**src/rtl/pri_pkg.sv**
```systemverilog
// Shared constants, types and register map of the modulator register interface.
package pri_pkg;

  // ************************************************************
  // Channel count and widths
  // ************************************************************
  localparam int NUM_CH = 8;
  localparam int CH_W = 3;
  localparam logic [7:0] NUM_CH_B = 8'h08;
  localparam int DUTY_W = 8;
  localparam int NUM_FIELDS = 4;

  // ************************************************************
  // Register byte offsets
  // ************************************************************
  localparam logic [7:0] OFS_CTRL = 8'h00;
  localparam logic [7:0] OFS_SHARED = 8'h04;
  localparam logic [7:0] OFS_MDUTY = 8'h08;
  localparam logic [7:0] OFS_MPICK = 8'h0c;
  localparam logic [7:0] OFS_IEN_SET = 8'h10;
  localparam logic [7:0] OFS_IEN_REM = 8'h14;
  localparam logic [7:0] OFS_IEN_STATE = 8'h18;
  localparam logic [7:0] OFS_STAT = 8'h1c;
  localparam logic [7:0] OFS_STAT_CLR = 8'h20;
  localparam logic [7:0] OFS_TOP = 8'h2c;
  localparam logic [7:0] OFS_CHSET = 8'h30;

  // ************************************************************
  // Field positions and reset values
  // ************************************************************
  localparam int CTRL_EN_BIT = 0;
  localparam int CTRL_CLR_BIT = 1;
  localparam int CTRL_TOP_LSB = 8;
  localparam int CTRL_SPR_LSB = 16;
  localparam int FLAG_TIMEBASE_OVERFLOW_FLAG_BIT = 0;
  localparam int FLAG_READY_BIT = 2;
  localparam int FLAG_BUSY_BIT = 3;
  localparam logic [7:0] RST_BYTE = 8'h00;
  localparam logic [31:0] RST_WORD = 32'h0000_0000;

  // ************************************************************
  // Timing
  // ************************************************************
  localparam int CLK_PERIOD_NS = 10;
  localparam int SYNC_TIME_NS = 20;
  localparam int SYNC_CYCLES = (SYNC_TIME_NS + CLK_PERIOD_NS - 1) / CLK_PERIOD_NS;

  // ************************************************************
  // Types
  // ************************************************************
  typedef enum logic [1:0] {
    ST_IDLE = 2'b00,
    ST_SYNC = 2'b01,
    ST_WAIT = 2'b10
  } pri_upd_e;

  typedef struct packed {
    logic busy;
    logic ready;
    logic timebase_overflow_flag;
  } pri_flags_s;

endpackage : pri_pkg

```
**src/rtl/pri_sync_delay.sv**
```systemverilog
// Fixed-length pulse delay standing for the update synchronisation time.
`timescale 1ns/1ps
module pri_sync_delay
  import pri_pkg::*;
(
  input wire logic clk_i, // System clock
  input wire logic rst_i, // Synchronous reset, high
  input wire logic start_i, // One-cycle start pulse
  output logic done_o // One-cycle done pulse
);

  logic [SYNC_CYCLES-1:0] sh_r;

  // Shift the start pulse through the stages
  always_ff @(posedge clk_i) begin
    if (rst_i) begin
      sh_r <= '0;
    end else begin
      sh_r <= {sh_r[SYNC_CYCLES-2:0], start_i};
    end
  end

  assign done_o = sh_r[SYNC_CYCLES-1];

endmodule : pri_sync_delay

```
**src/rtl/pri_channel.sv**
```systemverilog
// One modulator channel: duty register and compare output.
`timescale 1ns/1ps
module pri_channel
  import pri_pkg::*;
(
  input wire logic clk_i, // System clock
  input wire logic rst_i, // Synchronous reset, high
  input wire logic en_i, // Modulator running
  input wire logic load_i, // Take new duty this cycle
  input wire logic [DUTY_W-1:0] duty_i, // New duty value
  input wire logic [DUTY_W-1:0] cnt_i, // Timebase count
  output logic pwm_o // Waveform output
);

  logic [DUTY_W-1:0] duty_r;
  logic pwm_r;

  // Duty only changes on the apply pulse, which comes at the wrap while running
  always_ff @(posedge clk_i) begin
    if (rst_i) begin
      duty_r <= RST_BYTE;
    end else if (load_i) begin
      duty_r <= duty_i;
    end
  end

  // High below duty; zero duty therefore never goes high
  always_ff @(posedge clk_i) begin
    if (rst_i) begin
      pwm_r <= 1'b0;
    end else begin
      pwm_r <= en_i && (cnt_i < duty_r);
    end
  end

  assign pwm_o = pwm_r;

  a_zero_duty_low: assert property (@(posedge clk_i) disable iff (rst_i)
    (duty_r == RST_BYTE) |=> !pwm_o)
    else $error("channel with zero duty drove its output high");

endmodule : pri_channel

```
**src/rtl/pri_top.sv**
```systemverilog
// Register interface, timebase and synchronised duty update of the modulator.
`timescale 1ns/1ps
module pri_top
(
  input wire logic CLK_I, // System clock, 100 MHz
  input wire logic RST_I, // Synchronous reset, high
  input wire logic PSEL_I, // APB select
  input wire logic PENABLE_I, // APB enable
  input wire logic PWRITE_I, // APB direction, high is write
  input wire logic [7:0] PADDR_I, // APB byte address
  input wire logic [31:0] PWDATA_I, // APB write data
  output logic [31:0] PRDATA_O, // APB read data
  output logic PREADY_O, // APB ready
  output logic PSLVERR_O, // APB error on unmapped address
  output logic [pri_pkg::NUM_CH-1:0] PWM_O, // Channel waveforms
  output logic IRQ_O // Interrupt request, high
);
  import pri_pkg::*;

  // ************************************************************
  // Declarations
  // ************************************************************
  logic wr_acc;
  logic wr_ctrl, wr_shared, wr_mduty, wr_mpick, wr_chset, wr_top;
  logic wr_ien_set, wr_ien_rem, wr_clr;
  logic trig_duty, trig_clr, trig;
  logic en_r;
  logic [7:0] top_r, spread_r, shared_r;
  logic [31:0] mduty_r;
  logic [NUM_CH-1:0] pick_mask, pend_mask_r;
  logic [NUM_CH-1:0][DUTY_W-1:0] pick_duty, pend_duty_r;
  logic [7:0] sel;
  logic pend_clr_r;
  pri_upd_e state_r, state_nxt;
  logic sync_done, apply, clr_apply, wrap;
  logic [7:0] cnt_r, spr_r, eff_top;
  logic [8:0] top_sum;
  pri_flags_s flags;
  logic ready_r, timebase_overflow_flag_r, busy_d1_r;
  logic mask_ready_r, mask_timebase_overflow_flag_r;
  logic irq_r;
  logic [31:0] rd_word, prdata_r;
  logic mapped;

  // ************************************************************
  // APB decode
  // ************************************************************
  // Zero wait states; read data is captured in the setup cycle
  assign PREADY_O = 1'b1;
  assign wr_acc = PSEL_I && PENABLE_I && PWRITE_I;
  assign wr_ctrl = wr_acc && (PADDR_I == OFS_CTRL) && !flags.busy;
  assign wr_shared = wr_acc && (PADDR_I == OFS_SHARED) && !flags.busy;
  assign wr_mduty = wr_acc && (PADDR_I == OFS_MDUTY) && !flags.busy;
  assign wr_mpick = wr_acc && (PADDR_I == OFS_MPICK) && !flags.busy;
  assign wr_chset = wr_acc && (PADDR_I == OFS_CHSET) && !flags.busy;
  assign wr_top = wr_acc && (PADDR_I == OFS_TOP) && !flags.busy;
  // Interrupt plumbing stays writable so software can wait on ready
  assign wr_ien_set = wr_acc && (PADDR_I == OFS_IEN_SET);
  assign wr_ien_rem = wr_acc && (PADDR_I == OFS_IEN_REM);
  assign wr_clr = wr_acc && (PADDR_I == OFS_STAT_CLR);

  // ************************************************************
  // Control word and top value
  // ************************************************************
  // Top lives in one register so both locations always agree
  always_ff @(posedge CLK_I) begin
    if (RST_I) begin
      en_r <= 1'b0;
      top_r <= RST_BYTE;
      spread_r <= RST_BYTE;
    end else if (wr_ctrl) begin
      en_r <= PWDATA_I[CTRL_EN_BIT];
      top_r <= PWDATA_I[CTRL_TOP_LSB+:8];
      spread_r <= PWDATA_I[CTRL_SPR_LSB+:8];
    end else if (wr_top) begin
      top_r <= PWDATA_I[7:0];
    end
  end

  // Duty staging registers, write-only from software
  always_ff @(posedge CLK_I) begin
    if (RST_I) begin
      shared_r <= RST_BYTE;
      mduty_r <= RST_WORD;
    end else begin
      if (wr_shared) shared_r <= PWDATA_I[7:0];
      if (wr_mduty) mduty_r <= PWDATA_I;
    end
  end

  // ************************************************************
  // Update request capture
  // ************************************************************
  assign trig_duty = wr_chset || wr_mpick;
  assign trig_clr = wr_ctrl && PWDATA_I[CTRL_CLR_BIT];
  assign trig = trig_duty || trig_clr;

  // Work out which channels get which duty from the trigger write
  always_comb begin
    pick_mask = '0;
    pick_duty = '0;
    sel = 8'h00;
    if (wr_chset) begin
      for (int ch = 0; ch < NUM_CH; ch++) begin
        pick_mask[ch] = PWDATA_I[ch];
        pick_duty[ch] = shared_r;
      end
    end else if (wr_mpick) begin
      // Ascending order so the highest field wins a repeated channel
      for (int f = 0; f < NUM_FIELDS; f++) begin
        sel = PWDATA_I[8*f+:8];
        if (sel < NUM_CH_B) begin
          pick_mask[sel[CH_W-1:0]] = 1'b1;
          pick_duty[sel[CH_W-1:0]] = mduty_r[8*f+:8];
        end
      end
    end
  end

  // Hold the request until it is applied
  always_ff @(posedge CLK_I) begin
    if (RST_I) begin
      pend_mask_r <= '0;
      pend_duty_r <= '0;
      pend_clr_r <= 1'b0;
    end else if (trig) begin
      pend_mask_r <= pick_mask;
      pend_duty_r <= pick_duty;
      pend_clr_r <= trig_clr;
    end else begin
      if (apply) pend_mask_r <= '0;
      if (clr_apply) pend_clr_r <= 1'b0;
    end
  end

  // ************************************************************
  // Synchronisation sequencer
  // ************************************************************
  pri_sync_delay u_sync (
    .clk_i(CLK_I),
    .rst_i(RST_I),
    .start_i(trig && (state_r == ST_IDLE)),
    .done_o(sync_done)
  );

  // A stopped counter never reaches top, so apply at once then
  always_comb begin
    state_nxt = state_r;
    unique case (state_r)
      ST_IDLE: state_nxt = trig ? ST_SYNC : ST_IDLE;
      ST_SYNC: state_nxt = !sync_done ? ST_SYNC : ((en_r && (pend_mask_r != '0)) ? ST_WAIT : ST_IDLE);
      ST_WAIT: state_nxt = (wrap || !en_r) ? ST_IDLE : ST_WAIT;
      default: state_nxt = ST_IDLE;
    endcase
  end

  always_ff @(posedge CLK_I) begin
    if (RST_I) begin
      state_r <= ST_IDLE;
    end else begin
      state_r <= state_nxt;
    end
  end

  assign apply = ((state_r == ST_SYNC) && sync_done && !(en_r && (pend_mask_r != '0))) ||
                 ((state_r == ST_WAIT) && (wrap || !en_r));
  assign clr_apply = (state_r == ST_SYNC) && sync_done && pend_clr_r;
  assign flags = '{busy: (state_r != ST_IDLE), ready: ready_r, timebase_overflow_flag: timebase_overflow_flag_r};

  // ************************************************************
  // Timebase and spread counters
  // ************************************************************
  // Saturate the top; wrap at or above it so a lowered top never strands the count
  assign top_sum = {1'b0, top_r} + {1'b0, spr_r};
  assign eff_top = top_sum[8] ? 8'hff : top_sum[7:0];
  assign wrap = en_r && (cnt_r >= eff_top) && !clr_apply;

  always_ff @(posedge CLK_I) begin
    if (RST_I) begin
      cnt_r <= RST_BYTE;
    end else if (clr_apply) begin
      cnt_r <= RST_BYTE;
    end else if (en_r) begin
      cnt_r <= wrap ? RST_BYTE : cnt_r + 8'h01;
    end
  end

  // Spread steps once a period across zero to the limit
  always_ff @(posedge CLK_I) begin
    if (RST_I) begin
      spr_r <= RST_BYTE;
    end else if (clr_apply) begin
      spr_r <= RST_BYTE;
    end else if (wrap) begin
      spr_r <= (spr_r >= spread_r) ? RST_BYTE : spr_r + 8'h01;
    end
  end

  // ************************************************************
  // Channels
  // ************************************************************
  for (genvar g = 0; g < NUM_CH; g++) begin : g_ch
    pri_channel u_ch (
      .clk_i(CLK_I),
      .rst_i(RST_I),
      .en_i(en_r),
      .load_i(apply && pend_mask_r[g]),
      .duty_i(pend_duty_r[g]),
      .cnt_i(cnt_r),
      .pwm_o(PWM_O[g])
    );
  end

  // ************************************************************
  // Status flags, mask and interrupt
  // ************************************************************
  // Set beats clear so an event in the clear cycle is kept
  always_ff @(posedge CLK_I) begin
    if (RST_I) begin
      busy_d1_r <= 1'b0;
      ready_r <= 1'b0;
      timebase_overflow_flag_r <= 1'b0;
    end else begin
      busy_d1_r <= flags.busy;
      if (busy_d1_r && !flags.busy) ready_r <= 1'b1;
      else if (wr_clr && PWDATA_I[FLAG_READY_BIT]) ready_r <= 1'b0;
      if (wrap) timebase_overflow_flag_r <= 1'b1;
      else if (wr_clr && PWDATA_I[FLAG_TIMEBASE_OVERFLOW_FLAG_BIT]) timebase_overflow_flag_r <= 1'b0;
    end
  end

  // Mask is touched only through the set and remove registers
  always_ff @(posedge CLK_I) begin
    if (RST_I) begin
      mask_ready_r <= 1'b0;
      mask_timebase_overflow_flag_r <= 1'b0;
    end else if (wr_ien_set) begin
      mask_ready_r <= mask_ready_r || PWDATA_I[FLAG_READY_BIT];
      mask_timebase_overflow_flag_r <= mask_timebase_overflow_flag_r || PWDATA_I[FLAG_TIMEBASE_OVERFLOW_FLAG_BIT];
    end else if (wr_ien_rem) begin
      mask_ready_r <= mask_ready_r && !PWDATA_I[FLAG_READY_BIT];
      mask_timebase_overflow_flag_r <= mask_timebase_overflow_flag_r && !PWDATA_I[FLAG_TIMEBASE_OVERFLOW_FLAG_BIT];
    end
  end

  always_ff @(posedge CLK_I) begin
    if (RST_I) begin
      irq_r <= 1'b0;
    end else begin
      irq_r <= (flags.timebase_overflow_flag && mask_timebase_overflow_flag_r) || (flags.ready && mask_ready_r);
    end
  end

  assign IRQ_O = irq_r;

  // ************************************************************
  // Read path
  // ************************************************************
  // Write-only registers read zero; the clear bit is never stored
  always_comb begin
    rd_word = RST_WORD;
    mapped = 1'b1;
    unique case (PADDR_I)
      OFS_CTRL: begin
        rd_word[CTRL_EN_BIT] = en_r;
        rd_word[CTRL_TOP_LSB+:8] = top_r;
        rd_word[CTRL_SPR_LSB+:8] = spread_r;
      end
      OFS_TOP: begin
        rd_word[7:0] = top_r;
      end
      OFS_IEN_STATE: begin
        rd_word[FLAG_READY_BIT] = mask_ready_r;
        rd_word[FLAG_TIMEBASE_OVERFLOW_FLAG_BIT] = mask_timebase_overflow_flag_r;
      end
      OFS_STAT: begin
        rd_word[FLAG_BUSY_BIT] = flags.busy;
        rd_word[FLAG_READY_BIT] = flags.ready;
        rd_word[FLAG_TIMEBASE_OVERFLOW_FLAG_BIT] = flags.timebase_overflow_flag;
      end
      OFS_SHARED, OFS_MDUTY, OFS_MPICK, OFS_IEN_SET, OFS_IEN_REM, OFS_STAT_CLR, OFS_CHSET: begin
        rd_word = RST_WORD;
      end
      default: begin
        mapped = 1'b0;
      end
    endcase
  end

  always_ff @(posedge CLK_I) begin
    if (RST_I) begin
      prdata_r <= RST_WORD;
    end else if (PSEL_I && !PENABLE_I && !PWRITE_I) begin
      prdata_r <= rd_word;
    end
  end

  assign PRDATA_O = prdata_r;
  assign PSLVERR_O = PSEL_I && PENABLE_I && !mapped;

  // ************************************************************
  // Checks
  // ************************************************************
  a_pick_sets_busy: assert property (@(posedge CLK_I) disable iff (RST_I)
    (wr_mpick && (state_r == ST_IDLE)) |=> flags.busy [*2])
    else $error("pick write did not hold busy through sync");
  a_busy_discards: assert property (@(posedge CLK_I) disable iff (RST_I)
    (wr_acc && (PADDR_I == OFS_CTRL) && flags.busy) |=> $stable(en_r) && $stable(top_r))
    else $error("control write taken while busy");
  a_ready_on_fall: assert property (@(posedge CLK_I) disable iff (RST_I)
    $fell(flags.busy) |=> ready_r)
    else $error("ready not set after busy fell");
  a_timebase_overflow_flag_on_wrap: assert property (@(posedge CLK_I) disable iff (RST_I)
    wrap |=> timebase_overflow_flag_r)
    else $error("overflow flag missed a wrap");
  a_irq_follows: assert property (@(posedge CLK_I) disable iff (RST_I)
    (timebase_overflow_flag_r && mask_timebase_overflow_flag_r) |=> IRQ_O)
    else $error("masked-in overflow gave no request");
  a_ien_sets: assert property (@(posedge CLK_I) disable iff (RST_I)
    (wr_ien_set && PWDATA_I[FLAG_READY_BIT]) |=> mask_ready_r)
    else $error("enable-set write did not set mask");
  a_iren_clears: assert property (@(posedge CLK_I) disable iff (RST_I)
    (wr_ien_rem && PWDATA_I[FLAG_TIMEBASE_OVERFLOW_FLAG_BIT]) |=> !mask_timebase_overflow_flag_r)
    else $error("enable-remove write did not clear mask");
  a_clr_flag: assert property (@(posedge CLK_I) disable iff (RST_I)
    (wr_clr && PWDATA_I[FLAG_TIMEBASE_OVERFLOW_FLAG_BIT] && !wrap && !mask_ready_r) |=> !timebase_overflow_flag_r ##1 (!IRQ_O || timebase_overflow_flag_r))
    else $error("status clear left overflow set");
  a_cnt_in_range: assert property (@(posedge CLK_I) disable iff (RST_I)
    en_r && $stable(eff_top) |-> cnt_r <= eff_top)
    else $error("timebase above effective top");
  a_apply_at_top: assert property (@(posedge CLK_I) disable iff (RST_I)
    (apply && en_r && (state_r == ST_WAIT)) |-> wrap && (cnt_r == eff_top))
    else $error("duty applied away from the top");
  a_timebase_clear_clears: assert property (@(posedge CLK_I) disable iff (RST_I)
    (trig_clr && (state_r == ST_IDLE)) |-> ##[1:4] (cnt_r == RST_BYTE))
    else $error("timebase clear had no effect");
  a_stop_holds: assert property (@(posedge CLK_I) disable iff (RST_I)
    (!en_r && !clr_apply) |=> $stable(cnt_r))
    else $error("timebase moved while disabled");

endmodule : pri_top

```
**config.mk**
```make
export PLATFORM = sky130hd
export DESIGN_NAME = pri_top
export DESIGN_NICKNAME = d
export VERILOG_FILES = /design/src/rtl/pri_pkg.sv /design/src/rtl/pri_sync_delay.sv /design/src/rtl/pri_channel.sv /design/src/rtl/pri_top.sv
export SDC_FILE = /design/constraint.sdc
export NUM_CORES = 1
export LEC_CHECK = 0
export BUFFER_PORTS_ARGS = -buffer_cell sky130_fd_sc_hd__buf_2
export CORE_MARGIN = 4
export CORE_UTILIZATION = 45
export CTS_CLUSTER_SIZE = 25
export DETAILED_ROUTE_END_ITERATION = 12
export GPL_TIMING_DRIVEN = 0
export SKIP_CTS_REPAIR_TIMING = 1
export SYNTH_ARGS = -nofsm -noshare
export SYNTH_HDL_FRONTEND = slang
export SYNTH_HIERARCHICAL = 1
export SYNTH_SLANG_ARGS = --single-unit
```
**constraint.sdc**
```tcl
create_clock -name CLK_I -period 4.9 [get_ports CLK_I]
set_input_delay 0.735 -clock CLK_I [delete_from_list [all_inputs] [get_ports CLK_I]]
set_output_delay 0.735 -clock CLK_I [all_outputs]
set_load 0.1 [all_outputs]
```
======== Word-level counts from Yosys, hierarchy flattened ========
Index checks and enable logic that the tools add are counted.
word-level totals
  flip-flop bits (word level) ............. 252
  word-level logic and storage cells ...... 239
operators by class
  bitwise logic cells ..................... 4
  reduce and logical (&&, ||, !) cells .... 84
  add/subtract/negate cells ............... 3
  equal/unequal tests ..................... 12
  $lt $le $gt $ge ......................... 22
  multiplexer cells ....................... 72
operator list
  cell                 count
  $mux 64              12
  $bwmux 64            3
  $mux 8               23
  $demux 8 s3          4
  $and 64x64->64       1
  $lt 8x8->1           8
  $logic_and 1x1->1    56
  $eq 8x5->1 const B   4
  $lt 8x4->1 const B   4
  $eq 8x6->1 const B   3
  $or 8x8->8           3
  $mux 1               17
  $add 8x1->8 const B  2
  $eq 8x4->1 const B   2
  $ge 8x8->1           2
  $lt 3x4->1 const B   4
  $mux 16              1
  $reduce_bool 2->1    7
  $demux 1 s3          4
  $ge 3x1->1 const B   4
  $reduce_or 11->1     1
  $add 8x8->9          1
  $logic_not 1->1      9
  $eq 8x3->1 const B   1
  13 further kinds     21

======== Longest topological paths before layout ========
  word-level depth ........................ 20
  depth in mapped cells ................... 19

======== By module ========
Netlist, hierarchy kept.
by module, submodules not included
  module          sequential area each (µm²)  cells an instance  area each (µm²)  times used
  pri_top         3563.4                      1284               10053.4          1
  pri_channel     180.2                       50                 484.2            8
  pri_sync_delay  40.0                        4                  52.6             1

======== Worst setup path after synthesis ========
OpenSTA, ideal clock, no wires.
  path type ............................... input port to output port
  start point ............................. input PADDR_I[3]
  end point ............................... output PSLVERR_O
  stages on the path ...................... 4
  path slack .............................. -1721 ps
  arrival ................................. 5886 ps
  path buffers ............................ 1
  cell sequence ........................... buf_2 nor4_1 and3_1 a2111oi_0
on the way
  cells in the longest elaborated chain, start to end .. 5
RTL lines
  element                                RTL line        source
  start, declared                        pri_top.sv:10   input wire logic [7:0] PADDR_I,
  $eq 8x3->1 (tied with other cells)     pri_top.sv:263  unique case (PADDR_I)
  $reduce_or 11->1 (no source line) (*)  --
  $mux 1 (*)                             pri_top.sv:263
  $logic_not 1->1 (*)                    pri_top.sv:299  assign PSLVERR_O = PSEL_I && PENABLE_I && !mapped;
  $logic_and 1x1->1 (*)                  pri_top.sv:299
  end, declared                          pri_top.sv:14   output logic PSLVERR_O,
Mark *: on every way between the ends. The rest lies on a longest branch, timed or not.

======== Worst setup path after layout ========
  start point ............................. register top_r[0]
  end point ............................... register g_ch[3].u_ch.duty_r[2]
on the way
  cells in the longest elaborated chain, start to end .. 9
RTL lines
  element                         RTL line           source
  start, declared                 pri_top.sv:28      logic [7:0] top_r, spread_r, shared_r;
  start signal, assigned          pri_top.sv:73      top_r <= PWDATA_I[CTRL_TOP_LSB+:8];
  start signal, assigned          pri_top.sv:76      top_r <= PWDATA_I[7:0];
  $add 8x8->9                     pri_top.sv:174     assign top_sum = {1'b0, top_r} + {1'b0, spr_r};
  $mux 8                          pri_top.sv:175     assign eff_top = top_sum[8] ? 8'hff : top_sum[7:0];
  $ge 8x8->1                      pri_top.sv:176     assign wrap = en_r && (cnt_r >= eff_top) && !clr_apply;
  $logic_and 1x1->1 (2 in a row)  pri_top.sv:176
  $logic_or 1x1->1                pri_top.sv:166     ((state_r == ST_WAIT) && (wrap || !en_r));
  $logic_and 1x1->1               pri_top.sv:166
  $logic_or 1x1->1                pri_top.sv:165     assign apply = ((state_r == ST_SYNC) && sync_done && !(en_r && (pend_mask_r != '0))) ||
  $logic_and 1x1->1               pri_top.sv:207     .load_i(apply && pend_mask_r[g]),
  end signal, assigned            pri_channel.sv:23  duty_r <= duty_i;
  end, declared                   pri_channel.sv:15  logic [DUTY_W-1:0] duty_r;
Every way passes these cells.
A chain may end at the register's enable or synchronous reset.

==> run metrics <==
initial antenna violation count 2; EDFF count, synth 0; area leader, netlist dfxtp_1; #FFs+latches synth 252; Slew Limit Fails 0; Synth area leaders dfxtp_1, ha_1, mux2i_1; CTS H-tree depth 1; final worst slack 0.285 ns; Layout area overhead 13.2%; die width 184 um; vias in the first global route 12600; DP Worst Slack 0.207 ns; GR Overflow Total 0; most common cell in the netlist dfxtp_1; Max Cap Violations 0; mapped cell area 14000 um2; DIE AREA 33900 um2; Mean Syn Cell Area 8.28 um2; Post-Syn Instances 1688; CP Data Required Time 5.34 ns; synth warn 6; unrepaired setup endpoints after global routing false; antenna-violating nets left 0; startpoint types register; CP Max Fanout 10; drt first pass iters 8; Bufs on Longest Clock Path 3; via count 13600; slew at the pin closest to its max-slew limit 1.02 ns; Fmax 0.217 GHz; routability cong. 1.05; DR iter-0 viols 1339; dpl hpwl 41000 um; Routed WL per cell 24.2 um; Leakage 6.08 nW; wirelength, routed 53500 um; critical path arrival 5.05 ns; Port Buffers 71; sum of negative setup slack 0 ns; clk root buf clkbuf_16; die height 184 um; Core ar. 30600 um2; Final #Nets 1925; Pwr per Cell Area 282 nW/um2; critical path class reg2reg; Slowest cell on crit path dfxtp_1; DR DRC count 0; share of the synthesized area in the top cell type 0.361; num rows 64; number of vias per cell 6.12; status finished, final reports clean; Synth top cells by count dfxtp_1, nor2_1, nand2_1; num ports 88; layout cells sized above 1 0.105; Crit path largest cell delay 0.42 ns; gr usage total 0.307; slew margin rel. 0.315; HP Class in2reg; Setup Viol. Count Final 0; Initial Util 0.457; Main synth FF type dfxtp_1; register area share after synthesis 0.361; CP Cell Sequence ha_1 > fa_1 > a21o_1 > a21oi_1 > o21a_1 > o21ai_1 > or2_2 > ha_1 > nor2b_1 > o21ai_0 > a31oi_1 > o21ai_0 > a21oi_2 > clkbuf_1 > nor2b_1 > buf_2 > mux2i_1 > nor2_1; TritonCTS clock tree yes; Clk Latency, worst-skew pair 0.58 ns; maximum vdd ir drop 243 uV; Worst setup EP type register; Yosys cell types 76; Tcrit/Tclk final 0.942; largest net degree at the start of global routing 17; first-pass GRT wire length 80100 um; CTS Buf Count 29; Clock Sinks 252; Final min period 4.61 ns; clock transition at the registers of the reported paths 0.06 ns; Hold Vio Cnt, Final 0; ant diodes 0; FFs w/ async S/R, synth 0; Worst Skew 0.0276 ns
## flip-flops by register name, indices dropped and copies added, names as in the netlist, named ones only
signal and count:
g_ch.u_ch/duty_r 64, pend_duty_r 64, mduty_r 32, PRDATA_O 24
cnt_r 8, g_ch.u_ch/pwm_o 8, pend_mask_r 8, shared_r 8
spr_r 8, spread_r 8, top_r 8, state_r 2
u_sync/sh_r 2, IRQ_O 1, busy_d1_r 1, en_r 1
pend_clr_r 1, ready_r 1, timebase_overflow_flag_r 1
## where the power goes
part	total [W]	internal (W)	switching (W)
registers	0.00205	0.00205	0.00000145
clock network	0.00219	0.00129	0.000896
logic	0.000225	0.0000453	0.000180
## cells in the final DEF (no fill, tap or decap), types with 8 or more instances in the layout
cell and instances:
a2111oi_2 9, a211o_1 8, a211oi_1 15, a21oi_1 88
a221o_1 41, a22oi_1 9, a311oi_1 17, a31oi_1 35
and2_1 20, and3_1 11, buf_1 14, buf_2 100
buf_4 10, clkbuf_1 80, clkbuf_16 29, conb_1 9
dfxtp_1 252, ha_1 82, inv_1 75, mux2i_1 102
nand2_1 161, nand2b_1 12, nand3_1 117, nand4_1 9
nor2_1 207, nor2b_1 17, nor3_1 21, nor4_1 11
o2111ai_1 41, o211ai_1 20, o21a_1 11, o21ai_0 34
o21ai_1 8, or3_1 9, or3b_1 9, xnor2_1 9
## through the flow
stage	util	total power [W]	cells	hold slack (ns)	instance area [um2]
after floorplan	-	0.00223	1695	0.414	14000
after global placement	0.486	0.00232	2162	0.428	14900
after detailed placement	0.486	0.00232	2162	0.433	14900
after CTS	0.517	0.00449	2213	0.423	15800
after global routing	0.517	0.00460	2213	0.452	15800
final	0.517	0.00447	2213	0.437	15800
## critical path, delay by kind of cell (launching register included)
family / cells / cell delay [ns]
AO/OA/AOI/OAI: 8 / 1.62
adder cells (fa/ha/maj): 3 / 0.95
buffers and inverters: 2 / 0.55
flip-flops: 1 / 0.42
multiplexers: 1 / 0.23
AND/OR/NAND/NOR: 4 / 0.69
## logic make-up (layout without fill, tap and decap cells)
group,after synthesis,after routing,synth area share
fa+ha+maj,83,83,0.0748
xor+xnor,14,14,0.00877
simple gates,638,638,0.216
flops,252,252,0.361
compound gates,391,391,0.204
mux,103,103,0.0738
other cells,2,9,0.000537
buf+inv,205,327,0.0609
## final cells by class
| type | instances | area [um2] |
|---|---|---|
| plain buffers | 129 | 567 |
| clock buffers | 38 | 790 |
| clock inverters | 13 | 165 |
| fillers | 3020 | 14800 |
| inverters | 76 | 285 |
| multi-input cells | 1238 | 8130 |
| flip-flops and latches | 252 | 5040 |
| well taps | 396 | 495 |
| repair buffers | 71 | 355 |
## routing by layer
layer	vias to the layer above	global-route usage	share of wire
met2	612	0.470	0.43
met3	116	0.0440	0.081
li1	6363	-	-
met4	4	0.0796	0.030
met1	6455	0.454	0.46
met5	-	0	0.00039
## path summary, 6_finish.rpt
kind / to / from / depth (start not counted) / slack [ns]
worst max-delay path: g_ch[3].u_ch/duty_r[2]$_SDFFE_PP0P_ / top_r[0]$_SDFFE_PP0P_ / 18 / 0.29
worst max register to register: g_ch[3].u_ch/duty_r[2]$_SDFFE_PP0P_ / top_r[0]$_SDFFE_PP0P_ / 18 / 0.29
worst min register to register: ready_r$_SDFFE_PP0P_ / busy_d1_r$_SDFF_PP0_ / 2 / 0.44
worst min-delay path: mduty_r[29]$_SDFFE_PP0P_ / PWDATA_I[29] / 3 / 0.44
Power figures use the tool's default switching activity.
